[config.mk]
export PLATFORM = sky130hd
export DESIGN_NAME = tcic_timer
export DESIGN_NICKNAME = d
export VERILOG_FILES = /design/src/tcic_pkg.sv /design/src/tcic_pin_sync.sv /design/src/tcic_prescaler.sv /design/src/tcic_timer.sv
export SDC_FILE = /design/constraint.sdc
export NUM_CORES = 1
export LEC_CHECK = 0
export BUFFER_PORTS_ARGS = -buffer_cell sky130_fd_sc_hd__buf_2
export CAP_MARGIN = 20
export CORE_AREA = 2 2 91 93
export CTS_BUF_LIST = sky130_fd_sc_hd__clkbuf_4 sky130_fd_sc_hd__clkbuf_8
export DETAILED_ROUTE_END_ITERATION = 10
export DIE_AREA = 0 0 93 95
export PLACE_DENSITY = 0.76
export SLEW_MARGIN = 20
export SYNTH_ARGS = -nofsm -noshare
export SYNTH_HDL_FRONTEND = slang
export SYNTH_SLANG_ARGS = --single-unit
[constraint.sdc]
create_clock -name clk -period 2.45 [get_ports clk]
set_input_delay 0.1225 -clock clk [delete_from_list [all_inputs] [get_ports clk]]
set_output_delay 0.1225 -clock clk [all_outputs]
set_load 0.02 [all_outputs]
[src/tcic_pkg.sv]
// package: constants, modes and carrier structs of the timer/counter with input capture
package tcic_pkg;

    // ------------------------------------------------------------
    // clock source codes
    // ------------------------------------------------------------
    localparam logic [2:0] CS_STOP = 3'h0;
    localparam logic [2:0] CS_DIV1 = 3'h1;
    localparam logic [2:0] CS_DIV8 = 3'h2;
    localparam logic [2:0] CS_DIV64 = 3'h3;
    localparam logic [2:0] CS_DIV256 = 3'h4;
    localparam logic [2:0] CS_DIV1024 = 3'h5;
    localparam logic [2:0] CS_EXT_FALL = 3'h6;
    localparam logic [2:0] CS_EXT_RISE = 3'h7;

    // ------------------------------------------------------------
    // prescaler and counter constants
    // ------------------------------------------------------------
    localparam int PRE_W = 10;
    localparam logic [PRE_W-1:0] PRE_ONE = 10'h001;
    localparam logic [PRE_W-1:0] PRE_M8 = 10'h007;
    localparam logic [PRE_W-1:0] PRE_M64 = 10'h03f;
    localparam logic [PRE_W-1:0] PRE_M256 = 10'h0ff;
    localparam logic [PRE_W-1:0] PRE_M1024 = 10'h3ff;
    localparam logic [PRE_W-1:0] PRE_RST = 10'h000;
    localparam logic [7:0] MAX8 = 8'hff;
    localparam logic [15:0] MAX16 = 16'hffff;
    localparam logic [7:0] ZERO8 = 8'h00;
    localparam logic [15:0] ZERO16 = 16'h0000;
    localparam logic [7:0] ONE8 = 8'h01;
    localparam logic [15:0] ONE16 = 16'h0001;

    // ------------------------------------------------------------
    // pin synchroniser and noise filter
    // ------------------------------------------------------------
    localparam int SYNC_LEN = 3;
    localparam int FILT_LEN = 4;
    localparam logic [SYNC_LEN-1:0] SYNC_RST = 3'h0;
    localparam logic [FILT_LEN-1:0] FILT_RST = 4'h0;
    localparam logic [FILT_LEN-1:0] FILT_ONES = 4'hf;

    // modes, gray coded along normal -> ctc -> w16 -> capture path
    typedef enum logic [2:0] {
        TCIC_M_NORM8 = 3'h0,
        TCIC_M_CTC8 = 3'h1,
        TCIC_M_W16 = 3'h3,
        TCIC_M_CAP8 = 3'h2,
        TCIC_M_CAP16 = 3'h6
    } tcic_mode_e;

    // static control bits
    typedef struct packed {
        logic [2:0] clock_source_select;
        logic capture_enable;
        logic width_select;
        logic clear_on_match_select;
        logic comparator_trigger_select;
        logic noise_filter_enable;
        logic capture_edge_rising;
        logic capture_irq_enable;
        logic overflow_irq_enable;
    } tcic_ctrl_s;

    // processor write strobes with their data, and flag clears
    typedef struct packed {
        logic count_wr;
        logic [15:0] count_data;
        logic comp_a_wr;
        logic [7:0] comp_a_data;
        logic comp_b_wr;
        logic [7:0] comp_b_data;
        logic ovf_w1c;
        logic ovf_ack;
        logic cap_w1c;
        logic cap_ack;
    } tcic_cpu_s;

    // prescaler tap pulses
    typedef struct packed {
        logic div8;
        logic div64;
        logic div256;
        logic div1024;
    } tcic_pre_s;

endpackage

[src/tcic_pin_sync.sv]
// module: three-stage pin synchroniser with optional four-sample noise filter
`timescale 1ns/10ps
`default_nettype none

module tcic_pin_sync (
    input wire logic clk,
    input wire logic arst_n,
    input wire logic clk_en,
    input wire logic pin_in,
    input wire logic filter_en,
    output logic level_out
);

    typedef struct packed {
        logic [tcic_pkg::SYNC_LEN-1:0] sync;
        logic lvl;
        logic [tcic_pkg::FILT_LEN-1:0] hist;
        logic filt;
    } tcic_sync_s;

    tcic_sync_s r;
    tcic_sync_s n;
    logic lvl_now;

    // ------------------------------------------------------------
    // next state
    // ------------------------------------------------------------
    // stage 0 feeds only stage 1; the level moves once stages 1 and 2 agree
    // no extra register after the agreement, so pin to count stays near 3.5 cycles
    always_comb begin
        n = r;
        n.sync = {r.sync[1:0], pin_in};
        lvl_now = r.lvl;
        if (r.sync[1] == r.sync[2]) begin
            lvl_now = r.sync[2];
        end
        n.lvl = lvl_now;
        // filter: four equal samples are needed before the output flips
        n.hist = {r.hist[tcic_pkg::FILT_LEN-2:0], lvl_now};
        if (n.hist == tcic_pkg::FILT_ONES || n.hist == tcic_pkg::FILT_RST) begin
            n.filt = n.hist[0];
        end
    end

    // ------------------------------------------------------------
    // registers
    // ------------------------------------------------------------
    // filter runs on the system clock, never on the prescaler
    always_ff @(posedge clk or negedge arst_n) begin
        if (!arst_n) begin
            r <= '0;
        end else if (clk_en) begin
            r <= n;
        end
    end

    // filter path adds four cycles in front of the edge detector
    assign level_out = filter_en ? r.filt : lvl_now;

endmodule

`default_nettype wire

[src/tcic_prescaler.sv]
// module: free running prescaler giving divide-by-8/64/256/1024 pulses
`timescale 1ns/10ps
`default_nettype none

module tcic_prescaler (
    input wire logic clk,
    input wire logic arst_n,
    input wire logic clk_en,
    output tcic_pkg::tcic_pre_s taps
);

    typedef struct packed {
        logic [tcic_pkg::PRE_W-1:0] cnt;
    } tcic_prs_s;

    tcic_prs_s r;
    tcic_prs_s n;

    // a tap fires when all its low counter bits are ones
    function automatic logic tap_hit(input logic [tcic_pkg::PRE_W-1:0] c,
                                     input logic [tcic_pkg::PRE_W-1:0] m);
        tap_hit = ((c & m) == m);
    endfunction

    // ------------------------------------------------------------
    // next state and taps
    // ------------------------------------------------------------
    always_comb begin
        n = r;
        n.cnt = r.cnt + tcic_pkg::PRE_ONE;
    end

    // taps share one counter, so slower ticks line up with faster ones
    assign taps.div8 = tap_hit(r.cnt, tcic_pkg::PRE_M8);
    assign taps.div64 = tap_hit(r.cnt, tcic_pkg::PRE_M64);
    assign taps.div256 = tap_hit(r.cnt, tcic_pkg::PRE_M256);
    assign taps.div1024 = tap_hit(r.cnt, tcic_pkg::PRE_M1024);

    // ------------------------------------------------------------
    // registers
    // ------------------------------------------------------------
    always_ff @(posedge clk or negedge arst_n) begin
        if (!arst_n) begin
            r.cnt <= tcic_pkg::PRE_RST;
        end else if (clk_en) begin
            r <= n;
        end
    end

endmodule

`default_nettype wire

[src/tcic_timer.sv]
// module: 8/16-bit timer/counter with input capture, top level
`timescale 1ns/10ps
`default_nettype none

module tcic_timer (
    input wire logic clk,
    input wire logic arst_n,
    input wire logic clk_en,
    input wire tcic_pkg::tcic_ctrl_s ctrl,
    input wire tcic_pkg::tcic_cpu_s cpu,
    input wire logic external_count_pin,
    input wire logic capture_pin,
    input wire logic comparator_output,
    output logic [15:0] count_value,
    output logic [7:0] compare_a_value,
    output logic [7:0] compare_b_value,
    output logic overflow_flag,
    output logic capture_flag,
    output logic overflow_irq,
    output logic capture_irq
);

    // ------------------------------------------------------------
    // state
    // ------------------------------------------------------------
    typedef struct packed {
        logic [15:0] count;
        logic [7:0] comp_a;
        logic [7:0] comp_b;
        logic ovf;
        logic cap;
        logic ovf_irq;
        logic cap_irq;
        logic ext_prev;
        logic trig_prev;
    } tcic_state_s;

    tcic_state_s r;
    tcic_state_s n;

    tcic_pkg::tcic_pre_s taps;
    tcic_pkg::tcic_mode_e mode;
    logic ext_lvl;
    logic icp_lvl;
    logic aco_lvl;
    logic trig_lvl;
    logic ext_rise;
    logic ext_fall;
    logic trig_edge;
    logic tick;
    logic cap_evt;
    logic ovf_set;

    // ------------------------------------------------------------
    // helper functions
    // ------------------------------------------------------------
    // width and capture bits override clear-on-match
    function automatic tcic_pkg::tcic_mode_e mode_of(input tcic_pkg::tcic_ctrl_s c);
        if (c.capture_enable && c.width_select) begin
            mode_of = tcic_pkg::TCIC_M_CAP16;
        end else if (c.capture_enable) begin
            mode_of = tcic_pkg::TCIC_M_CAP8;
        end else if (c.width_select) begin
            mode_of = tcic_pkg::TCIC_M_W16;
        end else if (c.clear_on_match_select) begin
            mode_of = tcic_pkg::TCIC_M_CTC8;
        end else begin
            mode_of = tcic_pkg::TCIC_M_NORM8;
        end
    endfunction

    // rising or falling edge of a level against its previous sample
    function automatic logic edge_of(input logic cur, input logic prev, input logic rising);
        edge_of = rising ? (cur & ~prev) : (~cur & prev);
    endfunction

    // ------------------------------------------------------------
    // input conditioning
    // ------------------------------------------------------------
    // count pin never filtered; 3 stages + edge give about three and a half cycles
    tcic_pin_sync u_sync_ext (
        .clk(clk),
        .arst_n(arst_n),
        .clk_en(clk_en),
        .pin_in(external_count_pin),
        .filter_en(1'b0),
        .level_out(ext_lvl)
    );

    // capture inputs use the same synchroniser, with the filter option
    tcic_pin_sync u_sync_icp (
        .clk(clk),
        .arst_n(arst_n),
        .clk_en(clk_en),
        .pin_in(capture_pin),
        .filter_en(ctrl.noise_filter_enable),
        .level_out(icp_lvl)
    );

    tcic_pin_sync u_sync_aco (
        .clk(clk),
        .arst_n(arst_n),
        .clk_en(clk_en),
        .pin_in(comparator_output),
        .filter_en(ctrl.noise_filter_enable),
        .level_out(aco_lvl)
    );

    tcic_prescaler u_pre (
        .clk(clk),
        .arst_n(arst_n),
        .clk_en(clk_en),
        .taps(taps)
    );

    // ------------------------------------------------------------
    // trigger and tick selection
    // ------------------------------------------------------------
    // source mux sits before the edge detector, so a switch can fake an edge
    assign trig_lvl = ctrl.comparator_trigger_select ? aco_lvl : icp_lvl;
    assign trig_edge = edge_of(trig_lvl, r.trig_prev, ctrl.capture_edge_rising);
    assign ext_rise = edge_of(ext_lvl, r.ext_prev, 1'b1);
    assign ext_fall = edge_of(ext_lvl, r.ext_prev, 1'b0);
    assign mode = mode_of(ctrl);
    assign cap_evt = ctrl.capture_enable & trig_edge;

    // tick source decode; code zero stops the counter
    always_comb begin
        case (ctrl.clock_source_select)
            tcic_pkg::CS_STOP: tick = 1'b0;
            tcic_pkg::CS_DIV1: tick = 1'b1;
            tcic_pkg::CS_DIV8: tick = taps.div8;
            tcic_pkg::CS_DIV64: tick = taps.div64;
            tcic_pkg::CS_DIV256: tick = taps.div256;
            tcic_pkg::CS_DIV1024: tick = taps.div1024;
            tcic_pkg::CS_EXT_FALL: tick = ext_fall;
            tcic_pkg::CS_EXT_RISE: tick = ext_rise;
            default: tick = 1'b0;
        endcase
    end

    // ------------------------------------------------------------
    // next state
    // ------------------------------------------------------------
    always_comb begin
        n = r;
        ovf_set = 1'b0;
        n.ext_prev = ext_lvl;
        n.trig_prev = trig_lvl;

        // counter: a processor write wins over clear and increment
        if (cpu.count_wr) begin
            n.count = cpu.count_data;
        end else if (tick) begin
            case (mode)
                tcic_pkg::TCIC_M_W16, tcic_pkg::TCIC_M_CAP16: begin
                    // full 16-bit roll over, flag on reaching zero
                    n.count = r.count + tcic_pkg::ONE16;
                    ovf_set = (r.count == tcic_pkg::MAX16);
                end
                tcic_pkg::TCIC_M_CTC8: begin
                    // compare A acts as TOP; a TOP below count is passed
                    if (r.count[7:0] == r.comp_a) begin
                        n.count[7:0] = tcic_pkg::ZERO8;
                    end else begin
                        n.count[7:0] = r.count[7:0] + tcic_pkg::ONE8;
                    end
                    ovf_set = (r.count[7:0] == tcic_pkg::MAX8);
                end
                tcic_pkg::TCIC_M_NORM8, tcic_pkg::TCIC_M_CAP8: begin
                    // low byte only, high byte untouched
                    n.count[7:0] = r.count[7:0] + tcic_pkg::ONE8;
                    ovf_set = (r.count[7:0] == tcic_pkg::MAX8);
                end
                default: begin
                    n.count = r.count;
                end
            endcase
        end

        // compare registers load straight away, no shadow copy
        if (cpu.comp_a_wr) begin
            n.comp_a = cpu.comp_a_data;
        end
        if (cpu.comp_b_wr) begin
            n.comp_b = cpu.comp_b_data;
        end

        // capture overwrites unread data; beats a same-cycle compare write
        if (cap_evt) begin
            n.comp_a = r.count[7:0];
            if (mode == tcic_pkg::TCIC_M_CAP16) begin
                n.comp_b = r.count[15:8];
            end
        end

        // flags: only hardware sets; the set wins over a clear in the same cycle
        n.ovf = (r.ovf & ~(cpu.ovf_w1c | cpu.ovf_ack)) | ovf_set;
        n.cap = (r.cap & ~(cpu.cap_w1c | cpu.cap_ack)) | cap_evt;

        // requests follow the flags one cycle later to keep outputs registered
        n.ovf_irq = r.ovf & ctrl.overflow_irq_enable;
        n.cap_irq = r.cap & ctrl.capture_irq_enable;
    end

    // ------------------------------------------------------------
    // registers
    // ------------------------------------------------------------
    // clock enable low freezes everything, prescaler and filters included
    always_ff @(posedge clk or negedge arst_n) begin
        if (!arst_n) begin
            r <= '0;
        end else if (clk_en) begin
            r <= n;
        end
    end

    // ------------------------------------------------------------
    // outputs
    // ------------------------------------------------------------
    // all outputs are plain state bits; compare A also reads back captures, compare B only in 16-bit capture mode
    assign count_value = r.count;
    assign compare_a_value = r.comp_a;
    assign compare_b_value = r.comp_b;
    assign overflow_flag = r.ovf;
    assign capture_flag = r.cap;
    assign overflow_irq = r.ovf_irq;
    assign capture_irq = r.cap_irq;

endmodule

`default_nettype wire

---- After elaboration in Yosys (flattened, before gate mapping) ----
Cells that the tools add are included.
cells by class
  add/sub/neg operators ................... 3
  eq/ne operators ......................... 23
  muxes and demuxes ....................... 24
  bitwise logic cells ..................... 19
  reductions and logical operators ........ 19
operators by type and width
  cell                                                             count
  16-bit 2-to-1 mux                                                3
  8-bit 2-to-1 mux                                                 5
  8-bit one-hot mux with 3 select lines                            1
  3-bit == test, second input constant                             6
  16-bit by 1-bit adder with 16-bit output, second input constant  1
  16-bit == test, second input constant                            1
  8-bit == test, second input constant                             2
  3-bit by 2-bit == test with 1-bit output, second input constant  4
  10-bit by 1-bit adder with 10-bit output, second input constant  1
  10-bit == test, second input constant                            1
  1-bit 2-to-1 mux                                                 10
  1-bit bitwise AND                                                9
  8-bit by 1-bit adder with 8-bit output, second input constant    1
  4-bit == test, second input constant                             2
  8-bit == test                                                    1
  4-bit logical NOT                                                2
  1-bit one-hot mux with 8 select lines                            1
  3-bit by 1-bit == test with 1-bit output, second input constant  2
  6-bit == test, second input constant                             1
  3-bit logical NOT                                                2
  1-bit NOT                                                        6
  2-bit AND reduction                                              3
  3-bit AND reduction                                              2
  2-bit nonzero test                                               3
  10 further kinds                                                 18
storage, ports and cells
  register bits ........................... 67
  input port bits ......................... 56
  output and inout port bits .............. 36

---- Logic depth before layout (Yosys ltp) ----
Gate-level depths: netlist of the first run.
  depth in word-level cells ............... 10
  mapped depth ............................ 8

---- Hierarchy ----
Synthesis of the first run repeated with hierarchy kept, for this count alone.
second synthesis, totals
  cell total of the unflattened synthesis .. 406
  area, all modules ....................... 4045.1 µm²
by module, submodules not included
  module          instances  cells an instance  area an instance (µm²)
  tcic_timer      1          285                2544.9
  tcic_pin_sync   3          27                 335.3
  tcic_prescaler  1          40                 494.2

---- Worst setup path after synthesis of the first run ----
Ideal clock, no wire load.
  kind .................................... register to register
  start ................................... register, netlist name u_sync_aco.n[2]
  end ..................................... register r (netlist bit compare_a_value[0])
  setup time .............................. 0.120 ns
  arrival ................................. 2.220 ns
  slack ................................... 0.110 ns
  stages on the path, launching flop included .. 8
  cell sequence ........................... dfrtp_1 -> maj3_1 -> mux4_2 -> mux2i_1 -> and2_1 -> buf_6 -> or3_2 -> o211a_1
RTL lines
  item                    RTL line           RTL
  end signal: assignment  tcic_timer.sv:214  r <= n;
  end: declaration        tcic_timer.sv:38   tcic_state_s r;

---- Worst setup path after layout of the first run ----
  start ................................... register u_sync_icp.r[8] in the netlist's numbering
  end ..................................... register r (netlist bit compare_a_value[2])
between the ends
  word-level cells in the longest chain between the ends .. 10
  elaborated cells between the ends (all ways) .. 12
  those cells by class .................... eq/ne (1); mux (5); bitwise (4); reduce/logical (2)
ends and longest elaborated chain
  item                           RTL line             RTL
  start: declaration             tcic_pin_sync.sv:21  tcic_sync_s r;
  start signal: assignment       tcic_pin_sync.sv:53  r <= n;
  1-bit == test                  tcic_pin_sync.sv:34  if (r.sync[1] == r.sync[2]) begin
  1-bit 2-to-1 mux (*)           tcic_pin_sync.sv:34
  1-bit 2-to-1 mux (*)           tcic_pin_sync.sv:58  assign level_out = filter_en ? r.filt : lvl_now;
  1-bit 2-to-1 mux (*)           tcic_timer.sv:120    assign trig_lvl = ctrl.comparator_trigger_select ? aco_lvl : icp_lvl;
  1-bit NOT                      tcic_timer.sv:74     edge_of = rising ? (cur & ~prev) : (~cur & prev);
  1-bit bitwise AND              tcic_timer.sv:74
  1-bit 2-to-1 mux (*)           tcic_timer.sv:74
  1-bit bitwise AND (*)          tcic_timer.sv:125    assign cap_evt = ctrl.capture_enable & trig_edge;
  2-bit nonzero test (no line)   --
  2-bit AND reduction (no line)  --
Mark *: on every way between the ends. The rest lies on a longest branch, timed or not.
A chain may end at the register's enable or synchronous reset.

==> flow_summary_export.csv, run 1 <==
group,metric,value,unit
status,run_status,"completed",
yosys,ys.flop_type,"dfrtp_1",
global_route,first_global_vias,3117,
critical_path,path_max_fanout,14,
yosys,post_synth.cell_area_avg,9.85,um^2
detailed_routing,detail_route.iter0.violations,252,
global_route,grt_antenna_before_repair,2,
power,power_switching_share,35.8,%
critical_path,setup.worst_path.start_class,"flop",
final_layout,fraction_of_layout_cells_with_a_size_suffix_above_1,33.0,%
yosys,yosysSeqAreaShare,42.9,%
critical_path,worstPathArrival,2.57,ns
sta,rsz0062_at_grt,"false",
sta,timing_hold_violations_final,0,
floorplan,core.rowCount,33,
power,combinational_share_of_power,29.0,%
sta,report.final.setup_viol,0,
sta,slew_violations,0,
floorplan,start_util,47.9,%
sta,fin_crit,2.34,ns
yosys,synthesis.nets,444,
power,power.density,756,nW/um^2
run,max_cap_viol_count,0,
sta,worst_pin_slew,0.485,ns
detailed_routing,wl,9230,um
detailed_routing,wl_per_cell,16.1,um
hold_path,worst_hold_path_type,"in2reg",
global_route,grt.total_usage,21.8,%
yosys,synth.ff_latch_count,65,
yosys,proportion_of_netlist_area_held_by_the_largest_area_contributor,42.9,%
floorplan,die_w,93,um
sta,fin_worst_hold_slack,0.00937,ns
power,clkPwrFrac,25.2,%
detailed_routing,ant_nets,0,
detailed_routing,drc,0,
place,buffer_ports.inserted,91,
yosys,largest_family_of_logic_cells_by_synthesized_area,"simple AND/OR/NAND/NOR gates",
place,hpwl,6550,um
power,power_frac_seq,45.7,%
power,p_leak,1.96,nW
power,p_total,3.36,mW
sta,max_freq,427,MHz
critical_path,category_of_the_most_critical_setup_path,"reg2reg",
final_layout,final_cell_mix,"91 x buf_2, 65 x dfrtp_1, 24 x nand2_1, 24 x nor2_1, 24 x a21oi_1",
sta,slew_headroom,67.7,%
floorplan,die_area,8840,um^2
yosys,synth.yosys.warnings,0,
yosys,yosys-mux-area-fraction,5.41,%
yosys,synth-adder-area-share,1.52,%
power,worst_ir_drop_vdd,0.000403,V
final_layout,area_growth_synth_to_finish,17.2,%
clock_tree,cts_tree,"done",
yosys,synth_edf_count,0,
place,gp_congestion,0.890,
yosys,synth.cell_area,3790,um^2
yosys,synthTopCellsByArea,"dfrtp_1 43%, buf_4 6.5%, mux2_2 4.2%, xnor2_1 3.2%, a21oi_1 3.2%",
sta,min_period_over_period,95.5,%
yosys,async_reset_ff_share,100,%
clock_tree,clkSinkCount,65,
sta,finClkSkew,0.0108,ns
global_route,grt_overflow,0,
floorplan,coreArea,7930,um^2
detailed_routing,vias_per_cell,5.88,
final_layout,final_common_cell,"buf_2",
detailed_routing,via_count,3363,
power,power_switching,1.20,mW
yosys,synth_compound_area_share,17.9,%
yosys,synthSimpleGateAreaFrac,18.6,%
global_route,global_route_wire_length_before_repair,15000,um
yosys,synth_xor_xnor_area_share,3.69,%
clock_tree,insertion_delay_to_the_later_sink_of_the_worst_skew_pair,0.35,ns
clock_tree,cts_root_buf,"clkbuf_8",
yosys,post_synth_inst_count,385,
critical_path,required,2.68,ns
clock_tree,reg_clk_slew_reported_paths,0.07,ns
clock_tree,tritoncts.num_buffers,9,
clock_tree,cts_post_setup_buffers_inserted,0,
yosys,library_cells_used_by_synthesis,63,
power,cellInternalPower,2.16,mW
floorplan,floorplan.io_pins,92,
detailed_routing,detail_route.first_pass.iterations,5,
yosys,synth.largest_area_cell,"dfrtp_1",
clock_tree,cts.htree.levels,3,
critical_path,worst_setup_path_end_kind,"flop",
final_layout,final_core_util,56.1,%
clock_tree,clock_path_buffers,2,
floorplan,die_span_y,95,um
final_layout,num-nets-final,520,
global_route,grt_start_max_net_pins,66,
## per-stage QoR
| stage | setup TNS [ns] | setup slack (ns) | instances | area (um^2) |
|---|---|---|---|---|
| global route | 0 | 0.0164 | 571 | 4440 |
| global placement | 0 | 0.0709 | 546 | 4170 |
| floorplan | 0 | 0.110 | 385 | 3790 |
| CTS | 0 | 0.0381 | 571 | 4440 |
| finish | 0 | 0.110 | 572 | 4450 |
| detailed placement | -0.00841 | -0.00841 | 546 | 4170 |
## synth_stat cells (all sizes together) (4+ instances only)
cell type / n
a21oi: 24
a32o: 5
and2: 4
and3: 5
buf: 38
clkbuf: 14
dfrtp: 65
inv: 8
mux2: 15
nand2: 25
nand3: 18
nand3b: 8
nand4: 9
nor2: 24
nor3: 11
o211a: 8
o211ai: 5
o21ai: 8
o22ai: 10
o311ai: 4
or3: 9
xnor2: 14
## path summary, 6_finish.rpt
kind                                 startpoint                  to  slack [ns]  cells past startpoint
worst min register to register       u_pre.r[9]          u_pre.r[9]        0.47                      1
worst max register to register  u_sync_icp.r[8]  compare_a_value[2]        0.11                      6
worst min-delay path                    ctrl[0]        overflow_irq       0.009                      3
worst max-delay path            u_sync_icp.r[8]  compare_a_value[2]        0.11                      6
max in group asynchronous                arst_n  compare_a_value[3]        1.84                      3
min in group asynchronous                arst_n     u_sync_icp.n[7]        0.32                      3
## state kept, by name (all words and copies together), names as in the netlist
register and count:
count_value 16, capture_irq 1, overflow_flag 1, compare_b_value 8, u_sync_icp.r 2, u_sync_aco.r 2, overflow_irq 1, capture_flag 1
compare_a_value 8, r 1, u_sync_icp.n 5, u_sync_aco.n 5, u_sync_ext.n 2, u_pre.r 10, u_sync_ext.r 2
## metal layers
metal  up-vias  routed length, um  track usage, %
met1      1631               3950            28.7
met2       155               4270            32.9
met5         -                 11               0
met4         2                313            11.5
met3        32                685            5.67
li1       1543                  -               -
## critical path, stage by stage (launching register included)
cell	delay, ns
dfrtp_1	0.39
maj3_1	0.35
mux4_2	0.50
mux2i_1	0.15
and2_4	0.21
or3_2	0.48
o211a_1	0.14
## power groups by stage
stage	Sequential [mW]	Clock (mW)	Combinational (mW)
6_report	1.54	0.848	0.976
5_1_grt	1.57	0.921	1.08
4_1_cts	1.53	0.863	0.977
3_5_place_dp	1.54	0	0.962
3_3_place_gp	1.53	0	0.926
2_1_floorplan	1.46	0	0.824
## cell families after synthesis
logic type                 Yosys count
buffers and inverters               60
muxes                               17
and+or+nand+nor                    130
xor gates and xnor gates            16
DFF                                 65
AOI/OAI and AO/OA                   92
adders and majority gates            5
## area by class of cell
| type | instances | area, um^2 |
|---|---|---|
| clock inverters | 5 | 30.0 |
| flip-flops and latches | 65 | 1630 |
| repair buffers | 117 | 686 |
| inverters | 8 | 30.0 |
| well taps | 105 | 131 |
| diodes | 1 | 2.50 |
| multi-input cells | 260 | 1790 |
| clock buffers | 11 | 151 |
| fillers | 738 | 3480 |
## timing repair
| item | CTS | global route |
|---|---|---|
| gates resized for setup | 1 | 2 |
| setup endpoints to repair | 2 | 8 |
| hold buffers | 9 | 0 |
| hold endpoints to repair | 73 | 0 |
| cloned | 0 | 0 |
Power figures use the tool's default switching activity.
==> run 2: changes to the inputs <==
- ABC_AREA: default -> 1
- CORE_AREA: 2 2 91 93 -> 2 2 96 98
- DIE_AREA: 0 0 93 95 -> 0 0 98 100
==> run 2 against run 1 <==
Clock power increased by 2.6%. Register-to-register slack improved by 0.52 ns. Via count increased by 18%. Largest power group unchanged. Core utilization decreased by 2.2 points. Global-route usage decreased by 0.27 points. Critical path type unchanged. Sequential share of layout area decreased by 2.6 points. Final cell count increased by 35%. Count of clock-buffer cells in the layout decreased by 2. Worst hold slack improved by 0.020 ns. Critical path depth increased by 4.
==> flow_summary_export.csv, run 2 <==
group,metric,value,unit
detailed_routing,drc,0,
place,dpl_worst_slack,0.664,ns
clock_tree,post_cts_gate_resize_count,0,
sta,worst_pin_slew,0.491,ns
floorplan,die_span_y,100,um
hold_path,min-delay-start,"cpu[3]",
critical_path,worstRegToRegCells,10,
critical_path,category_of_the_most_critical_setup_path,"reg2reg",
power,worst_ir_drop_vdd,0.000424,V
detailed_routing,ant_nets,0,
floorplan,coreArea,8890,um^2
power,p_leak,2.55,nW
global_route,first_global_vias,3746,
sta,max_freq,548,MHz
final_layout,final_core_util,53.9,%
floorplan,start_util,48.6,%
yosys,post_synth_inst_count,601,
critical_path,worstReg2RegEnd,"count_value[3]",
detailed_routing,detail_route.iter0.violations,201,
critical_path,critPathTopFamily,"simple AND/OR/NAND/NOR gates",
yosys,synth.largest_area_cell,"dfrtp_1",
clock_tree,clock_path_buffers,2,
power,power_switching,1.34,mW
clock_tree,post_cts_hold_buffer_count,6,
yosys,post_synth.cell_area_avg,7.19,um^2
status,run_status,"completed",
final_layout,final_common_cell,"nand2_1",
detailed_routing,vias_per_cell,5.16,
critical_path,r2r_slack,0.63,ns
critical_path,r2r_start,"u_pre.r[0]",
global_route,grt_antenna_before_repair,0,
place,gp_congestion,0.877,
critical_path,critical-path-top-cell-by-count,"nand2_1",
run,max_cap_viol_count,0,
clock_tree,cts_tree,"done",
sta,min_period_over_period,74.5,%
floorplan,die_w,98,um
floorplan,die_area,9800,um^2
global_route,grt_start_max_net_pins,66,
critical_path,worst_setup_path_end_kind,"flop",
clock_tree,cts_root_buf,"clkbuf_8",
sta,timing_hold_violations_final,0,
final_layout,largest_register_ff_count,16,
power,combinational_share_of_power,29.4,%
yosys,synthTopCellsByArea,"dfrtp_1 38%, nand2_1 21%, buf_4 5.7%, nand4_1 4.6%, o21ai_0 4.2%",
critical_path,required,2.69,ns
final_layout,num-nets-final,715,
floorplan,core.rowCount,35,
power,power.density,701,nW/um^2
power,power_frac_seq,44.7,%
detailed_routing,wl_per_cell,13.1,um
sta,final_critical_path_setup_slack,0.626,ns
clock_tree,cts.htree.levels,3,
yosys,synth.ff_latch_count,65,
yosys,yosysSeqAreaShare,37.7,%
yosys,library_cells_used_by_synthesis,37,
critical_path,cp_slowest_stage_delay,0.42,ns
clock_tree,reg_clk_slew_reported_paths,0.09,ns
yosys,proportion_of_netlist_area_held_by_the_largest_area_contributor,37.7,%
detailed_routing,via_count,3983,
final_layout,area_growth_synth_to_finish,10.9,%
global_route,grt.total_usage,21.5,%
clock_tree,clkSinkCount,65,
sta,fin_crit,1.82,ns
global_route,global_route_wire_length_before_repair,17100,um
sta,slew_violations,0,
power,cellInternalPower,2.02,mW
sta,report.final.setup_viol,0,
critical_path,timing.critical_path.buf_inv,1,
final_layout,final_cell_mix,"240 x nand2_1, 91 x buf_2, 65 x dfrtp_1, 39 x inv_1, 36 x o21ai_0",
critical_path,path_cells,"ha_1, ha_1, nand2_1, a21oi_1, o21ai_1, nand3_4, nand2_4, inv_2, nand2_1, nand2_1",
clock_tree,insertion_delay_to_the_later_sink_of_the_worst_skew_pair,0.36,ns
place,buffer_ports.inserted,91,
power,clkPwrFrac,25.9,%
yosys,ys.flop_type,"dfrtp_1",
detailed_routing,detail_route.first_pass.iterations,5,
yosys,synth.yosys.warnings,0,
clock_tree,cts_post_setup_buffers_inserted,0,
final_layout,fraction_of_layout_cells_with_a_size_suffix_above_1,22.1,%
hold_path,endpoint_with_the_worst_hold_slack,"overflow_flag",
critical_path,path_max_fanout,10,
sta,slew_headroom,67.3,%
critical_path,setup.worst_path.start_class,"flop",
critical_path,slowest_stage,"dfrtp_1",
detailed_routing,wl,10100,um
yosys,post-synth-top-count-cell,"nand2_1",
yosys,async_reset_ff_share,100,%
clock_tree,tritoncts.num_buffers,9,
sta,rsz0062_at_grt,"false",
critical_path,worstPathArrival,2.06,ns
sta,total_negative_setup_slack,0,ns
yosys,synthesis.nets,660,
power,power_switching_share,39.9,%
hold_path,hold_depth,4,
yosys,ranking_of_synthesized_cells_by_instance_count,"240 x nand2_1, 65 x dfrtp_1, 39 x inv_1",
sta,finClkSkew,0.0109,ns
place,hpwl,7430,um
final_layout,num_antenna_cells,0,
floorplan,floorplan.io_pins,92,
yosys,synth_edf_count,0,
hold_path,worst_hold_path_type,"in2reg",
global_route,grt_overflow,0,
critical_path,worst_setup_path_startpoint,"u_pre.r[0]",
yosys,synth.cell_area,4320,um^2
-- run 2: layer usage --
metal  vias up  track usage (%)  part of all wire, %
met3        23             4.11                  6.6
met2       152             35.8                   48
met4         0             8.01                  2.2
met5         -                0                    0
met1      1808             28.0                   43
li1       2000                -                    -
-- run 2: logic make-up (layout without fill, tap and decap cells) --
kind of cell	Yosys count	count (layout)	share of synthesized area, %
and+or+nand+nor	356	356	37.4
buffers and inverters	101	161	13.4
DFF	65	65	37.7
AOI/OAI and AO/OA	57	57	6.81
xor gates and xnor gates	19	19	3.85
adders and majority gates	3	3	0.869
-- run 2: area by class of cell --
type,instances,area [um^2]
Clock inverter,7,58.8
Timing Repair Buffer,101,558
Inverter,44,169
Tap cell,111,139
Clock buffer,9,124
Sequential cell,65,1630
Multi-Input combinational cell,435,2110
Fill cell,848,4100
-- run 2: worst max path at each step --
stage / end / depth (start not counted)
6_report: count_value[3] / 10
5_1_grt: compare_b_value[3] / 12
4_1_cts: count_value[3] / 10
3_5_place_dp: count_value[3] / 10
3_3_place_gp: count_value[6] / 10
2_1_floorplan: count_value[0] / 10
-- run 2: tightest hold or removal path: cells and delay by family --
kind | cells | cell delay (ns)
AO/OA/AOI/OAI | 1 | 0.06
AND/OR/NAND/NOR | 2 | 0.09
buffers and inverters | 1 | 0.07
-- run 2: metrics by stage --
stage               cells  hold slack (ns)  power [mW]  cell area, um^2
floorplan             601           -0.173        2.31             4320
global placement      750            0.161        2.46             4550
detailed placement    750            0.165        2.50             4550
CTS                   772           0.0172        3.38             4790
global route          772           0.0505        3.58             4790
finish                772           0.0290        3.36             4790
-- run 2: power by group through the flow --
stage | Clock [mW] | Combinational (mW) | Sequential, mW
after floorplan | 0 | 0.890 | 1.42
after global placement | 0 | 0.957 | 1.51
after detailed placement | 0 | 0.984 | 1.52
after CTS | 0.891 | 0.996 | 1.50
after global routing | 0.936 | 1.11 | 1.53
final | 0.870 | 0.987 | 1.50
